File: src/rtl/cpu_core_pkg.sv
// Shared constants and carriers for the CPU register and stack block.
// Assumes one reference clock running at twice the oscillator rate.
package cpu_core_pkg;
  // Flag register layout and reset pattern; don't-care reset bits chosen as zero.
  localparam logic [7:0] FLAGS_RESET = 8'hE8;
  localparam logic [7:0] FLAGS_FIXED = 8'hE0;
  localparam int         H_BIT       = 4;
  localparam int         I_BIT       = 3;
  localparam int         N_BIT       = 2;
  localparam int         Z_BIT       = 1;
  localparam int         C_BIT       = 0;
  // Stack pointer: upper ten bits fixed, low six bits count.
  localparam logic [15:0] SP_RESET    = 16'h013F;
  localparam logic [9:0]  SP_FIXED    = SP_RESET[15:6];
  localparam logic [5:0]  SP_LOW_INIT = SP_RESET[5:0];
  localparam int          STACK_DEPTH = 64;
  // Frame sizes in bytes.
  localparam logic [2:0] INT_FRAME_BYTES  = 3'h5;
  localparam logic [2:0] CALL_FRAME_BYTES = 3'h2;
  // Divider terminal counts in reference cycles per half period of the output.
  // One reference cycle is half an oscillator period, so the core divides by 3,
  // USB by 4 normally or by 2 with the divide select set.
  localparam logic [1:0] CORE_HALF_LAST     = 2'h2;
  localparam logic [1:0] USB_HALF_LAST_SLOW = 2'h3;
  localparam logic [1:0] USB_HALF_LAST_FAST = 2'h1;

  typedef enum logic [3:0] {
    OP_NOP, OP_WRITE, OP_FLAGS, OP_SET_CARRY, OP_RESET_CARRY, OP_SET_MASK,
    OP_CLEAR_MASK, OP_LOAD_SP_LOW, OP_STACK_RESET, OP_PUSH, OP_POP, OP_JUMP,
    OP_CALL, OP_RETURN, OP_TRAP, OP_INTERRUPT_RETURN
  } op_t;
  typedef enum logic [1:0] {DST_A, DST_X, DST_Y, DST_FLAGS} dest_t;
  typedef enum logic [2:0] {FL_NONE, FL_LOGIC, FL_ARITH, FL_ADD, FL_CARRY_ONLY} flag_class_t;

  typedef struct packed {
    op_t         op;
    dest_t       dest;
    flag_class_t fl;
    logic [7:0]  data;
    logic        carry;
    logic        half_carry;
    logic [15:0] addr;
    logic        last;
  } cmd_t;

  typedef struct packed {
    logic [7:0]  a;
    logic [7:0]  x;
    logic [7:0]  y;
    logic [7:0]  flags;
    logic [15:0] pc;
    logic [15:0] sp;
  } regs_t;
endpackage

File: src/rtl/cpu_core_registers_stack.sv
// Programmer-visible registers, 64-byte wrapping stack and clock dividers.
// Assumes the instruction sequencer issues one command per core clock enable
// and treats every input but nrst_i as synchronous to ref_clk_i.

// Function
// [RULE_01] Flag register holds fixed ones and five flags
// [RULE_02] Add operations update half carry from bit 3
// [RULE_03] Mask set on entry, blocks all but trap
// [RULE_04] Masked requests stay pending, taken when cleared
// [RULE_05] Negative flag copies result bit 7
// [RULE_06] Zero flag set on zero result
// [RULE_07] Carry from arithmetic, set/reset, shifts, bit tests
// [RULE_08] Stack pointer: decrement after push, increment before pop
// [RULE_09] Upper ten bits fixed; reset to top
// [RULE_10] Stack wraps silently both directions
// [RULE_11] PC low saved first; frames five or two
// [RULE_12] Entry at boundary saves PC, X, A, flags
// [RULE_13] Interrupt return restores context, clears mask
// [RULE_14] Second index register never saved automatically
// [RULE_15] Program counter is sixteen bits, two bytes
// [RULE_16] Load instruction writes stack pointer low byte
// [RULE_17] One accumulator and two index registers
// [RULE_18] Core clock oscillator/3, USB oscillator/2 or /4
// [RULE_19] Divide select keeps USB clock with slow oscillator
// [RULE_20] Core clock is 50% square wave
// [RULE_21] Fixed flag bits ignore writes, read ones
module cpu_core_registers_stack (
  // Clock and reset
  input  wire logic                 ref_clk_i,
  input  wire logic                 nrst_i,
  // Configuration and events
  input  wire logic                 clock_divide_select_i,
  input  wire logic                 irq_event_i,
  input  wire logic [15:0]          vector_i,
  // Command port
  input  wire logic                 cmd_valid_i,
  input  wire cpu_core_pkg::cmd_t   cmd_i,
  output logic                      cmd_ready_o,
  // Register view and status
  output cpu_core_pkg::regs_t       regs_o,
  output logic                      busy_o,
  output logic                      irq_pending_o,
  // Clocks
  output logic                      cpu_clk_o,
  output logic                      usb_clk_o,
  output logic                      core_en_o
);
  import cpu_core_pkg::*;

  typedef enum logic [1:0] {ST_IDLE, ST_SAVE, ST_RESTORE} state_t;

  logic                 rst_s1_r;
  logic                 rst_n;
  logic [1:0]           core_cnt_r, core_cnt_nxt, usb_cnt_r, usb_cnt_nxt, usb_last;
  logic                 cpu_clk_r, cpu_clk_nxt, usb_clk_r, usb_clk_nxt, core_en;
  logic [7:0]           a_r, a_nxt, x_r, x_nxt, y_r, y_nxt, flags_r, flags_nxt;
  logic [15:0]          pc_r, pc_nxt, target_r, target_nxt;
  logic [5:0]           sp_r, sp_nxt, pop_addr;
  state_t               state_r, state_nxt;
  logic [2:0]           step_r, step_nxt, frame_last, idx;
  logic                 irq_frame_r, irq_frame_nxt, pending_r, pending_nxt;
  logic                 boundary_r, boundary_nxt, take, accept, mem_we, upd_en;
  logic [7:0]           mem_wdata, pop_byte;
  logic [7:0]           stack_mem [STACK_DEPTH];

  // Release of the asynchronous reset is retimed through two flops.
  always_ff @(posedge ref_clk_i or negedge nrst_i) begin
    if (!nrst_i) begin
      rst_s1_r <= 1'b0;
      rst_n    <= 1'b0;
    end else begin
      rst_s1_r <= 1'b1;
      rst_n    <= rst_s1_r;
    end
  end

  function automatic logic [1:0] div_step(input logic [1:0] cnt, input logic [1:0] last);
    return (cnt == last) ? 2'h0 : cnt + 2'h1;
  endfunction

  function automatic logic [7:0] upd_flags(input logic [7:0] f, input cmd_t c);
    logic [7:0] r;
    r = f;
    // [RULE_05] [RULE_06] N and Z from result
    if (c.fl inside {FL_LOGIC, FL_ARITH, FL_ADD}) begin
      r[N_BIT] = c.data[7];
      r[Z_BIT] = (c.data == 8'h00);
    end
    // [RULE_07] carry from arithmetic, shift, bit test
    if (c.fl inside {FL_ARITH, FL_ADD, FL_CARRY_ONLY}) r[C_BIT] = c.carry;
    // [RULE_02] half carry on add
    if (c.fl == FL_ADD) r[H_BIT] = c.half_carry;
    return r;
  endfunction

  // [RULE_18] [RULE_19] [RULE_20] toggle dividers
  // Each output toggles after a whole half period, so duty is exact; the
  // enable marks the rising edge of the core clock.
  always_comb begin
    usb_last     = clock_divide_select_i ? USB_HALF_LAST_FAST : USB_HALF_LAST_SLOW;
    core_cnt_nxt = div_step(core_cnt_r, CORE_HALF_LAST);
    usb_cnt_nxt  = div_step(usb_cnt_r, usb_last);
    cpu_clk_nxt  = (core_cnt_r == CORE_HALF_LAST) ? ~cpu_clk_r : cpu_clk_r;
    usb_clk_nxt  = (usb_cnt_r == usb_last) ? ~usb_clk_r : usb_clk_r;
    core_en      = (core_cnt_r == CORE_HALF_LAST) && !cpu_clk_r;
  end

  always_ff @(posedge ref_clk_i or negedge rst_n) begin
    if (!rst_n) begin
      core_cnt_r <= 2'h0;
      usb_cnt_r  <= 2'h0;
      cpu_clk_r  <= 1'b0;
      usb_clk_r  <= 1'b0;
    end else begin
      core_cnt_r <= core_cnt_nxt;
      usb_cnt_r  <= usb_cnt_nxt;
      cpu_clk_r  <= cpu_clk_nxt;
      usb_clk_r  <= usb_clk_nxt;
    end
  end

  assign pop_addr   = sp_r + 6'h01;
  assign pop_byte   = stack_mem[pop_addr];
  assign frame_last = irq_frame_r ? INT_FRAME_BYTES - 3'h1 : CALL_FRAME_BYTES - 3'h1;

  always_comb begin
    a_nxt         = a_r;
    x_nxt         = x_r;
    y_nxt         = y_r;
    flags_nxt     = flags_r;
    pc_nxt        = pc_r;
    sp_nxt        = sp_r;
    state_nxt     = state_r;
    step_nxt      = step_r;
    irq_frame_nxt = irq_frame_r;
    target_nxt    = target_r;
    boundary_nxt  = boundary_r;
    mem_we        = 1'b0;
    mem_wdata     = 8'h00;
    idx           = 3'h0;
    // [RULE_04] pending request taken once mask clear
    take   = core_en && (state_r == ST_IDLE) && boundary_r && pending_r && !flags_r[I_BIT];
    accept = core_en && (state_r == ST_IDLE) && !take && cmd_valid_i;
    // A request arriving while the latch is consumed stays pending.
    pending_nxt = irq_event_i | (pending_r & ~take);
    if (take) begin
      // [RULE_12] entry at instruction boundary
      state_nxt     = ST_SAVE;
      step_nxt      = 3'h0;
      irq_frame_nxt = 1'b1;
      target_nxt    = vector_i;
    end else if (accept) begin
      boundary_nxt = cmd_i.last;
      case (cmd_i.op)
        OP_WRITE: begin
          // [RULE_17] accumulator and index registers
          case (cmd_i.dest)
            DST_A:   a_nxt = cmd_i.data;
            DST_X:   x_nxt = cmd_i.data;
            DST_Y:   y_nxt = cmd_i.data;
            // [RULE_21] fixed bits forced on write
            default: flags_nxt = cmd_i.data | FLAGS_FIXED;
          endcase
          if (cmd_i.dest != DST_FLAGS) flags_nxt = upd_flags(flags_r, cmd_i);
        end
        OP_FLAGS:       flags_nxt = upd_flags(flags_r, cmd_i);
        // [RULE_07] carry set and reset instructions
        OP_SET_CARRY:   flags_nxt[C_BIT] = 1'b1;
        OP_RESET_CARRY: flags_nxt[C_BIT] = 1'b0;
        // [RULE_03] software sets or clears the mask
        OP_SET_MASK:    flags_nxt[I_BIT] = 1'b1;
        OP_CLEAR_MASK:  flags_nxt[I_BIT] = 1'b0;
        // [RULE_16] load into stack pointer low byte
        OP_LOAD_SP_LOW: sp_nxt = cmd_i.data[5:0];
        // [RULE_09] stack reset instruction
        OP_STACK_RESET: sp_nxt = SP_LOW_INIT;
        OP_PUSH: begin
          // [RULE_08] [RULE_10] write then decrement, wrapping
          mem_we = 1'b1;
          case (cmd_i.dest)
            DST_A:   mem_wdata = a_r;
            DST_X:   mem_wdata = x_r;
            DST_Y:   mem_wdata = y_r;
            default: mem_wdata = flags_r;
          endcase
          sp_nxt = sp_r - 6'h01;
        end
        OP_POP: begin
          // [RULE_08] [RULE_10] increment then read, wrapping
          sp_nxt = pop_addr;
          case (cmd_i.dest)
            DST_A:   a_nxt = pop_byte;
            DST_X:   x_nxt = pop_byte;
            DST_Y:   y_nxt = pop_byte;
            default: flags_nxt = pop_byte | FLAGS_FIXED;
          endcase
        end
        OP_JUMP: pc_nxt = cmd_i.addr;
        OP_CALL, OP_TRAP: begin
          // [RULE_03] trap enters regardless of mask
          state_nxt     = ST_SAVE;
          step_nxt      = 3'h0;
          irq_frame_nxt = (cmd_i.op == OP_TRAP);
          target_nxt    = cmd_i.addr;
          boundary_nxt  = 1'b1;
        end
        OP_RETURN, OP_INTERRUPT_RETURN: begin
          state_nxt     = ST_RESTORE;
          step_nxt      = 3'h0;
          irq_frame_nxt = (cmd_i.op == OP_INTERRUPT_RETURN);
          boundary_nxt  = 1'b1;
        end
        default: ;
      endcase
    end else if (core_en && state_r == ST_SAVE) begin
      // [RULE_11] [RULE_14] save PROGRAM_COUNTER_LOW first, PROGRAM_COUNTER_HIGH, X, A, flags; Y untouched
      idx    = step_r;
      mem_we = 1'b1;
      case (idx)
        3'h0:    mem_wdata = pc_r[7:0];
        3'h1:    mem_wdata = pc_r[15:8];
        3'h2:    mem_wdata = x_r;
        3'h3:    mem_wdata = a_r;
        default: mem_wdata = flags_r;
      endcase
      sp_nxt   = sp_r - 6'h01;
      step_nxt = step_r + 3'h1;
      if (step_r == frame_last) begin
        state_nxt = ST_IDLE;
        // [RULE_15] program counter loads target_r: the vector on interrupt entry, the command address on call or trap
        pc_nxt    = target_r;
        // [RULE_03] mask set on interrupt entry
        if (irq_frame_r) flags_nxt[I_BIT] = 1'b1;
      end
    end else if (core_en && state_r == ST_RESTORE) begin
      // [RULE_13] restore in reverse order
      idx    = frame_last - step_r;
      sp_nxt = pop_addr;
      case (idx)
        3'h0:    pc_nxt[7:0]  = pop_byte;
        3'h1:    pc_nxt[15:8] = pop_byte;
        3'h2:    x_nxt        = pop_byte;
        3'h3:    a_nxt        = pop_byte;
        default: flags_nxt    = pop_byte | FLAGS_FIXED;
      endcase
      step_nxt = step_r + 3'h1;
      if (step_r == frame_last) begin
        state_nxt = ST_IDLE;
        if (irq_frame_r) flags_nxt[I_BIT] = 1'b0;
      end
    end
  end

  always_ff @(posedge ref_clk_i or negedge rst_n) begin
    if (!rst_n) begin
      a_r         <= 8'h00;
      x_r         <= 8'h00;
      y_r         <= 8'h00;
      // [RULE_01] flag reset pattern, mask set
      flags_r     <= FLAGS_RESET;
      pc_r        <= 16'h0000;
      // [RULE_09] stack pointer reset to top
      sp_r        <= SP_LOW_INIT;
      state_r     <= ST_IDLE;
      step_r      <= 3'h0;
      irq_frame_r <= 1'b0;
      target_r    <= 16'h0000;
      pending_r   <= 1'b0;
      boundary_r  <= 1'b1;
    end else begin
      a_r         <= a_nxt;
      x_r         <= x_nxt;
      y_r         <= y_nxt;
      flags_r     <= flags_nxt;
      pc_r        <= pc_nxt;
      sp_r        <= sp_nxt;
      state_r     <= state_nxt;
      step_r      <= step_nxt;
      irq_frame_r <= irq_frame_nxt;
      target_r    <= target_nxt;
      pending_r   <= pending_nxt;
      boundary_r  <= boundary_nxt;
    end
  end

  // Stack contents are not reset; software must not pop what it never pushed.
  always_ff @(posedge ref_clk_i) begin
    if (mem_we) stack_mem[sp_r] <= mem_wdata;
  end

  assign cmd_ready_o   = core_en && (state_r == ST_IDLE) && !take;
  assign busy_o        = (state_r != ST_IDLE);
  assign irq_pending_o = pending_r;
  assign cpu_clk_o     = cpu_clk_r;
  assign usb_clk_o     = usb_clk_r;
  assign core_en_o     = core_en;
  // [RULE_09] upper stack pointer bits forced
  assign regs_o = '{a: a_r, x: x_r, y: y_r, flags: flags_r, pc: pc_r, sp: {SP_FIXED, sp_r}};

  // Every accepted command that loads flags from its class, whatever register it also writes.
  assign upd_en = accept && (cmd_i.op == OP_FLAGS ||
                             (cmd_i.op == OP_WRITE && cmd_i.dest != DST_FLAGS));
endmodule
File: config.mk
export PLATFORM = sky130hd
export DESIGN_NAME = cpu_core_registers_stack
export DESIGN_NICKNAME = d
export VERILOG_FILES = /design/src/rtl/cpu_core_pkg.sv /design/src/rtl/cpu_core_registers_stack.sv
export SDC_FILE = /design/constraint.sdc
export NUM_CORES = 1
export LEC_CHECK = 0
export BUFFER_PORTS_ARGS = -buffer_cell sky130_fd_sc_hd__buf_2
export CAP_MARGIN = 20
export CELL_PAD_IN_SITES_DETAIL_PLACEMENT = 0
export CELL_PAD_IN_SITES_GLOBAL_PLACEMENT = 2
export CORE_MARGIN = 2
export CORE_UTILIZATION = 50
export CTS_BUF_LIST = sky130_fd_sc_hd__clkbuf_4
export DETAILED_ROUTE_END_ITERATION = 6
export PLACE_DENSITY = 0.87
export SYNTH_ARGS = -nofsm -noshare
export SYNTH_HDL_FRONTEND = slang
export SYNTH_SLANG_ARGS = --single-unit
export TNS_END_PERCENT = 20
File: constraint.sdc
create_clock -name ref_clk_i -period 4.3 [get_ports ref_clk_i]
set_clock_uncertainty 0.05 [all_clocks]
set_input_delay 0.43 -clock ref_clk_i [delete_from_list [all_inputs] [get_ports ref_clk_i]]
set_output_delay 0.43 -clock ref_clk_i [all_outputs]
set_load 0.01 [all_outputs]
Word-level counts from Yosys, hierarchy flattened. Memories as Yosys holds them, arrays and structs flattened. Cells that the tools add are included. W data, S select, Z words.

Register bits: 86. Bits in writable memories: 512. Input bits: 57. Output and inout port bits: 70. Memories kept: 1.

Memory list: stack_mem (depth 64, bits a word 8, rd ports 1, clocked after memory_dff 0, wr ports 1, RTL line cpu_core_registers_stack.sv:64) `logic [7:0] stack_mem [STACK_DEPTH];`.

Add/sub/neg operators: 6. Equal/unequal tests: 56. Multiplexer cells: 82. Bitwise gates (word level): 5. Reduce and logical (&&, ||, !) cells: 51.

Operators by type and width (count): $mux W8 (26); $mux W16 (8); $pmux W8 S2 (3); $eq A4 B4 Y1 const B (8); $pmux W8 S4 (1); $reduce_and A7 Y1 (4); $pmux W6 S4 (1); $pmux W8 S3 (1); $mux W3 (7); $eq A3 B2 Y1 const B (6); $mux W2 (9); $mux W6 (3); $reduce_bool A3 Y1 (6); $eq A4 B3 Y1 const B (4); $mux W1 (16); $ne A3 B2 Y1 const B (5); $ne A3 B3 Y1 const B (5); $reduce_and A5 Y1 (3); $reduce_bool A2 Y1 (7); $pmux W4 S3 (1); $ne A5 B1 Y1 const B (2); $reduce_and A2 Y1 (5); $eq A3 B1 Y1 const B (3); $logic_and A1 B1 Y1 (9); 39 further kinds (57).

Longest topological paths before layout. Gate-level depths: netlist of the first run.

Depth after elaboration: 13. Mapped depth: 15. Depth with buffers taken out: 10.

Least setup slack after synthesis of the first run. Ideal clock, no wire load.

Path kind: register -> register. Start point: reg cpu_clk_r, in the netlist cpu_clk_o. End point: mem stack_mem[0][6] (data pin). Data arrival time: 3745 ps. Setup slack: -48 ps. Stages on the path, launching flop included: 8. Path through: dfrtp_1 -> or3b_1 -> buf_4 -> nor4_4 -> buf_2 -> buf_2 -> o211ai_1 -> o22ai_1.

Word-level cells in the longest chain between the ends: 11.

Ends and longest elaborated chain: from (decl) (RTL line cpu_core_registers_stack.sv:55) `logic cpu_clk_r, cpu_clk_nxt, usb_clk_r, usb_clk_nxt, core_en;`; from (signal assigned) (RTL line cpu_core_registers_stack.sv:117) `cpu_clk_r <= cpu_clk_nxt;`; $logic_not A1 Y1 (*) (RTL line cpu_core_registers_stack.sv:105) `core_en = (core_cnt_r == CORE_HALF_LAST) && !cpu_clk_r;`; $logic_and A1 B1 Y1 (*) (RTL line cpu_core_registers_stack.sv:105); $logic_and A1 B1 Y1 (RTL line cpu_core_registers_stack.sv:142, cpu_core_registers_stack.sv:143); $logic_and A1 B1 Y1 (3 in series) (RTL line cpu_core_registers_stack.sv:142) `take = core_en && (state_r == ST_IDLE) && boundary_r && pending_r && !flags_r[I_BIT];`; $logic_not A1 Y1 (RTL line cpu_core_registers_stack.sv:143) `accept = core_en && (state_r == ST_IDLE) && !take && cmd_valid_i;`; $logic_and A1 B1 Y1 (2 in series) (RTL line cpu_core_registers_stack.sv:143); $mux W8 (RTL line cpu_core_registers_stack.sv:152) `end else if (accept) begin`; $mux W8 (*) (RTL line cpu_core_registers_stack.sv:146) `if (take) begin`; named net mem_wdata[6] (RTL line cpu_core_registers_stack.sv:63) `logic [7:0] mem_wdata, pop_byte;`; to (decl) (RTL line cpu_core_registers_stack.sv:64).

The timed path passes the listed nets; every way through them passes the cells marked *.

Final worst setup path of the first run.
Start point: reg sp_r[0]. End point: reg y_r[7].

Word-level cells in the longest chain between the ends: 4.

Ends and longest elaborated chain: from (decl) (RTL line cpu_core_registers_stack.sv:58) `logic [5:0] sp_r, sp_nxt, pop_addr;`; from (signal assigned) (RTL line cpu_core_registers_stack.sv:276) `sp_r <= sp_nxt;`; $add A6 B1 Y6 (RTL line cpu_core_registers_stack.sv:122) `assign pop_addr = sp_r + 6'h01;`; $mem_v2 Z64 W8; $mux W8 (RTL line cpu_core_registers_stack.sv:191) `case (cmd_i.dest)`; $pmux W8 S2 (RTL line cpu_core_registers_stack.sv:154) `case (cmd_i.op)`; to (signal assigned) (RTL line cpu_core_registers_stack.sv:273) `y_r <= y_nxt;`; to (decl) (RTL line cpu_core_registers_stack.sv:56) `logic [7:0] a_r, a_nxt, x_r, x_nxt, y_r, y_nxt, flags_r, flags_nxt;`.

Every way passes these cells. The select of a mux whose other input is x is not followed. A chain may end at the register's enable or synchronous reset.

==> flow_metrics.tcl, run 1 <==
set metrics [dict create \
    fin_ws_ns 0.144 \
    synthMostInstantiatedCell "edfxtp_1" \
    max_stage_delay_ns 0.74 \
    antenna_found_initial 1 \
    clkLatencyLatePin_ns 0.98 \
    holdWs_ns 0.110 \
    min-delay-path-class "primary input to flip-flop" \
    maxSlewViolCount 0 \
    synth_seq_cells 596 \
    routed_wl_um 68100 \
    cts_tree "built" \
    wl_per_cell_um 25.3 \
    final_cells 2688 \
    cts.clk_slew.worst_paths_ns 0.06 \
    avgSynthCellArea_um2 16.4 \
    cts-root-buf "clkbuf_4" \
    yosysTopAreaCell "edfxtp_1" \
    cp.required_ns 5.11 \
    yosys_warnings 0 \
    worst-path-stages 11 \
    setup_viol 0 \
    coreArea_um2 50300 \
    rows 82 \
    async_reset_ff_share_pct 14.1 \
    whs_path_depth 3 \
    power_w 0.0181 \
    seqPwrFrac_pct 38.0 \
    startpoint_type "flip-flop" \
    critPathMaxFanout 48 \
    ant_nets 0 \
    ys_types 73 \
    synth_area_um2 25500 \
    clk_path_buf_depth 3 \
    dr.pass1.iters 6 \
    synth_cells 1557 \
    synth.area.top_cells "edfxtp_1 (60%), mux4_2 (13%), dfrtp_1 (7.4%)" \
    regToRegEndpoint "y_r[7]" \
    fin_util_pct 59.7 \
    syn_to_final_growth_pct 17.8 \
    via_per_inst 5.92 \
    dp.cells 2342 \
    r2r_slack_ns 0.14 \
    die_w_um 230 \
    endpoint "y_r[7]" \
    drive_gt1_share_pct 31.6 \
    die_y_um 230 \
    relSlewSlack_pct 30.6 \
    crit_type "flip-flop to flip-flop" \
    critPathBufInv 4 \
    power_frac_clock_pct 26.2 \
    via_count 15900 \
    status "finished clean" \
    p_sw_w 0.00638 \
    port_buffers 116 \
    hold_viol 0 \
    internal-power_w 0.0117 \
    ys.flop_type "edfxtp_1" \
    io_pins 127 \
    cp-startpoint "sp_r[0]" \
    drt_iter0_drc 1606 \
    crit_arrival_ns 4.97 \
    grt_pass1_wl_um 101000 \
    timing.rr.start "sp_r[0]" \
    reg2reg_depth 11 \
    netlist_top_cells_count "edfxtp_1 (512), nor2_1 (167), mux4_2 (147)" \
    synth_top_cell_area_share_pct 60.4 \
    period_needed_ns 4.16 \
    ys_seq_area_share_pct 68.7 \
    grt_usage_pct 26.2 \
    grt-ovfl-total 0 \
    die_area_um2 52800 \
    place_ws_ns 0.416 \
    path_cells "inv_2 > ha_4 > buf_16 > buf_8 > mux4_2 > mux4_2 > nand3_1 > and4_1 > o211ai_1 > o21a_1 > dlygate4sd3_1" \
    drc 0 \
    cts_buffers 154 \
    dp_hpwl_um 43200 \
    cpMaxStageDelayCell "dfstp_4" \
    grt_start_max_net_pins 83 \
    routabilityCongestion 0.838 \
    endpoint_kind "flip-flop" \
    maxCapViolations 0 \
    power_frac_comb_pct 35.9 \
    grt_pass1_vias 16200 \
    p_per_area_nw_per_um2 602 \
    htreeDepth 4 \
    start_util_pct 50.7 \
    leakage_nw 9.91 \
    crit_top_cell "mux4_2" \
    finalCritPeriodShare_pct 96.7 \
    switching_share_pct 35.3 \
    synth_edf_count 512 \
    nNetsFinal 1968 \
    rsz0062_at_grt "no" \
    clock-sinks 596 \
    clock.fmax_ghz 0.241 \
    crit_family "buffers and inverters" \
    worst_pin_slew_ns 1.04 \
    ir_drop_v 0.000464 \
]
-- final cells by class --
type / instances / area (µm²)
clock buffers: 203 / 1520
multi-input cells: 845 / 7560
well taps: 672 / 841
flip-flops and latches: 596 / 17500
clock inverters: 66 / 368
diodes: 1 / 2.50
repair buffers: 286 / 2140
inverters: 19 / 71.3
fillers: 3865 / 20300
-- tightest hold or removal path: stages --
cell,delay (ns)
buf_2,0.28
nor4_4,0.17
o21a_1,0.17
-- power groups by stage --
stage	Clock [W]	Sequential [W]	Combinational [W]
floorplan	0	0.00685	0.00423
global placement	0	0.00695	0.00614
detailed placement	0	0.00697	0.00620
CTS	0.00484	0.00685	0.00627
global route	0.00513	0.00689	0.00694
finish	0.00472	0.00686	0.00647
-- sequential cells by signal (all words and copies together) (netlist names), 2 cells and up --
signal,flops
stack_mem,512
pc_r,16
target_r,16
a_r,8
x_r,8
y_r,8
flags_r,6
sp_r,6
step_r,3
core_cnt_r,2
state_r,2
usb_cnt_r,2
-- per-stage QoR --
stage / area, µm² / setup TNS (ns)
6_report: 30000 / 0
5_1_grt: 30000 / 0
3_3_place_gp: 27300 / 0
2_1_floorplan: 25500 / -7.39
3_5_place_dp: 27300 / 0
4_1_cts: 29800 / 0
-- metal layers --
layer	part of all wire, %	up-vias	track usage [%]	wire length, µm
li1	-	6967	-	-
met1	40	8044	35.2	27400
met2	48	774	41.7	32900
met3	8.5	126	6.19	5790
met4	2.9	0	10.7	1970
met5	0	-	0	0
-- cell families after synthesis --
group,Yosys count,synth area share (%)
XOR/XNOR,15,0.599
multiplexers,174,14.1
buffers and inverters,125,2.43
flip-flops,596,68.7
adder cells (fa/ha/maj),9,0.442
AO/OA/AOI/OAI,233,6.56
AND/OR/NAND/NOR,403,7.17
other,2,0.0295
-- worst min path at each step --
stage	from	end	slack (ns)
2_1_floorplan	nrst_i	rst_n	0.08
3_3_place_gp	nrst_i	rst_s1_r	0.17
3_5_place_dp	nrst_i	rst_s1_r	0.17
4_1_cts	cmd_i[34]	flags_r[4]	0.02
5_1_grt	cmd_i[34]	y_r[0]	0.10
6_report	cmd_i[34]	y_r[0]	0.11
-- layout by cell type (no fill, tap or decap), drive strengths merged, types with 26 or more instances in the layout --
cell,instances
inv,26
o21ai,35
mux4,147
clkbuf,204
nand2,120
nor2,167
a21oi,27
o22ai,33
dlygate4sd3,66
clkinv,52
edfxtp,512
buf,219
nand3,38
dfrtp,75
-- repair_timing --
| action | 4_1_cts | 5_1_grt |
|---|---|---|
| buffers inserted | 0 | 8 |
| gates resized for setup | 0 | 7 |
| hold buffers | 66 | 0 |
| setup endpoints to repair | 0 | 5 |
| hold endpoints to repair | 76 | 0 |
Power figures use the tool's default switching activity.
==> inputs of run 2 (changes only) <==
--- a/config.mk
+++ b/config.mk
@@ -10,10 +10,10 @@
 export CELL_PAD_IN_SITES_DETAIL_PLACEMENT = 0
 export CELL_PAD_IN_SITES_GLOBAL_PLACEMENT = 2
 export CORE_MARGIN = 2
-export CORE_UTILIZATION = 50
+export CORE_UTILIZATION = 48
 export CTS_BUF_LIST = sky130_fd_sc_hd__clkbuf_4
 export DETAILED_ROUTE_END_ITERATION = 6
-export PLACE_DENSITY = 0.87
+export PLACE_DENSITY = 0.84
 export SYNTH_ARGS = -nofsm -noshare
 export SYNTH_HDL_FRONTEND = slang
 export SYNTH_SLANG_ARGS = --single-unit
==> constraint.sdc (replaced) <==
create_clock -name ref_clk_i -period 3.9 [get_ports ref_clk_i]
set_clock_uncertainty 0.05 [all_clocks]
set_input_delay 0.39 -clock ref_clk_i [delete_from_list [all_inputs] [get_ports ref_clk_i]]
set_output_delay 0.39 -clock ref_clk_i [all_outputs]
set_load 0.01 [all_outputs]
==> flow_metrics.tcl, run 2 (synthesized netlist as in run 1, its figures left out) <==
set metrics [dict create \
    status "finished clean" \
    fillers 4077 \
    maxSlewViolCount 0 \
    rsz0062_at_grt "no" \
    coreArea_um2 52600 \
    clk_path_buf_depth 3 \
    crit_type "flip-flop to flip-flop" \
    startpoint_type "flip-flop" \
    cts-root-buf "clkbuf_4" \
    p_per_area_nw_per_um2 669 \
    endpoint_kind "flip-flop" \
    syn_to_final_growth_pct 18.4 \
    crit_family "multiplexers" \
    cp.required_ns 4.67 \
    period_needed_ns 3.76 \
    clkLatencyLatePin_ns 0.99 \
    min-delay-path-class "primary input to flip-flop" \
    hold_viol 0 \
    top_regs "stack_mem x512, pc_r x16, target_r x16" \
    finalInstanceArea_um2 30200 \
    crit_arrival_ns 4.53 \
    cts.clk_slew.worst_paths_ns 0.06 \
    worst_pin_slew_ns 0.964 \
    grt-ovfl-total 0 \
    max_stage_delay_ns 0.65 \
    largest-register "stack_mem" \
    finalCritPeriodShare_pct 96.4 \
    wl_per_cell_um 24.7 \
    drc 0 \
    layout_commonest_cell "edfxtp_1" \
    ant_nets 0 \
    cts_tree "built" \
    critPathBufInv 3 \
    largest_register_ffs 512 \
    maxCapViolations 0 \
    clock.fmax_ghz 0.266 \
    die_area_um2 54900 \
    dp_hpwl_um 43600 \
    routabilityCongestion 0.865 \
    leakage_nw 9.99 \
    path_cells "inv_2 > ha_4 > buf_12 > buf_4 > mux4_2 > mux4_2 > nand3_1 > nand4_1 > mux2i_1 > a21oi_1" \
    dr.max_layer_used "met4" \
    cts_resized 0 \
    rows 84 \
    critPathMaxFanout 42 \
    die_y_um 234 \
    grt_usage_pct 25.0 \
    port_buffers 116 \
    antenna_found_initial 2 \
    nNetsFinal 1966 \
    routed_wl_um 66900 \
    grt_pass1_wl_um 100000 \
    layout_common_cells "edfxtp_1 (512), clkbuf_4 (222), nor2_1 (167)" \
    die_w_um 234 \
    wl_met3_um 4780 \
    via_count 15900 \
    fin_util_pct 57.4 \
    clock-sinks 596 \
    ir_drop_v 0.000463 \
    start_util_pct 48.5 \
    dr_wl_met2_um 32800 \
    grt_pass1_vias 16000 \
    via_per_inst 5.88 \
    wl_met1_um 27700 \
    cts_buffers 153 \
    htreeDepth 4 \
    relSlewSlack_pct 35.5 \
    placed_area_um2 27500 \
    crit_top_cell "mux4_2" \
    drt_iter0_drc 1556 \
    cpMaxStageDelayCell "dfstp_4" \
    grt_start_max_net_pins 91 \
    io_pins 127 \
    drive_gt1_share_pct 33.0 \
    dr.pass1.iters 6 \
    setup_viol 0 \
]
[run 2: cell types whose count changed in the layout (fill, tap and decap cells not counted), moves of 4 or more]
cell and change:
clkinv_4 +8, inv_2 -7, dlygate4sd3_1 -4, clkbuf_4 +19, clkinv_2 +6, clkinv_1 -21, buf_12 +6
[run 2: layout make-up]
| class | instances | area, µm² | area share, % |
|---|---|---|---|
| clock inverter | 55 | 412 | 1.36 |
| timing repair buffer | 285 | 2100 | 6.98 |
| sequential | 596 | 17500 | 58.0 |
| tap | 688 | 861 | 2.85 |
| inverter | 19 | 71.3 | 0.236 |
| multi-input combinational | 845 | 7550 | 25.0 |
| clock buffer | 222 | 1670 | 5.53 |
| antenna | 2 | 5.00 | 0.0166 |
[run 2: metrics by stage]
step           cells  hold slack, ns  TNS (ns)  setup slack [ns]  total power (W)
5_1_grt         2712           0.124         0           0.00980           0.0212
4_1_cts         2710          0.0247         0             0.124           0.0203
6_report        2712           0.153         0             0.141           0.0202
3_5_place_dp    2371           0.131         0             0.161           0.0147
3_3_place_gp    2371           0.125         0             0.166           0.0146
2_1_floorplan   1566          0.0444   -148.70            -0.448           0.0122
[run 2: timing repair]
| item | CTS | global route |
|---|---|---|
| hold endpoints to repair | 78 | 0 |
| setup endpoints to repair | 0 | 1 |
| buffers inserted | 0 | 0 |
| hold buffers | 62 | 0 |
[run 2: final timing paths]
check | to | from | slack [ns] | depth (start not counted)
worst min-delay path | flags_r[3] | cmd_i[31] | 0.15 | 5
max in group asynchronous | boundary_r | rst_n | 2.54 | 1
worst min register to register | rst_n | rst_s1_r | 0.30 | 0
min in group asynchronous | rst_s1_r | nrst_i | 0.24 | 3
worst max register to register | a_r[3] | sp_r[0] | 0.14 | 10
worst max-delay path | a_r[3] | sp_r[0] | 0.14 | 10
[run 2: tightest hold or removal path, delay by kind of cell]
family | cells | cell delay [ns]
AO/OA/AOI/OAI | 3 | 0.42
buffers and inverters | 1 | 0.20
AND/OR/NAND/NOR | 1 | 0.16
[run 2: where the power goes]
group	internal, W	total [W]	switching [W]
clock	0.00299	0.00558	0.00259
sequential	0.00712	0.00746	0.000342
combinational	0.00303	0.00715	0.00412
[run 2: routing by layer]
layer | track usage, % | up-vias
met2 | 40.4 | 724
met1 | 33.5 | 8130
met5 | 0 | -
li1 | - | 6988
met3 | 5.91 | 105
met4 | 9.06 | 0
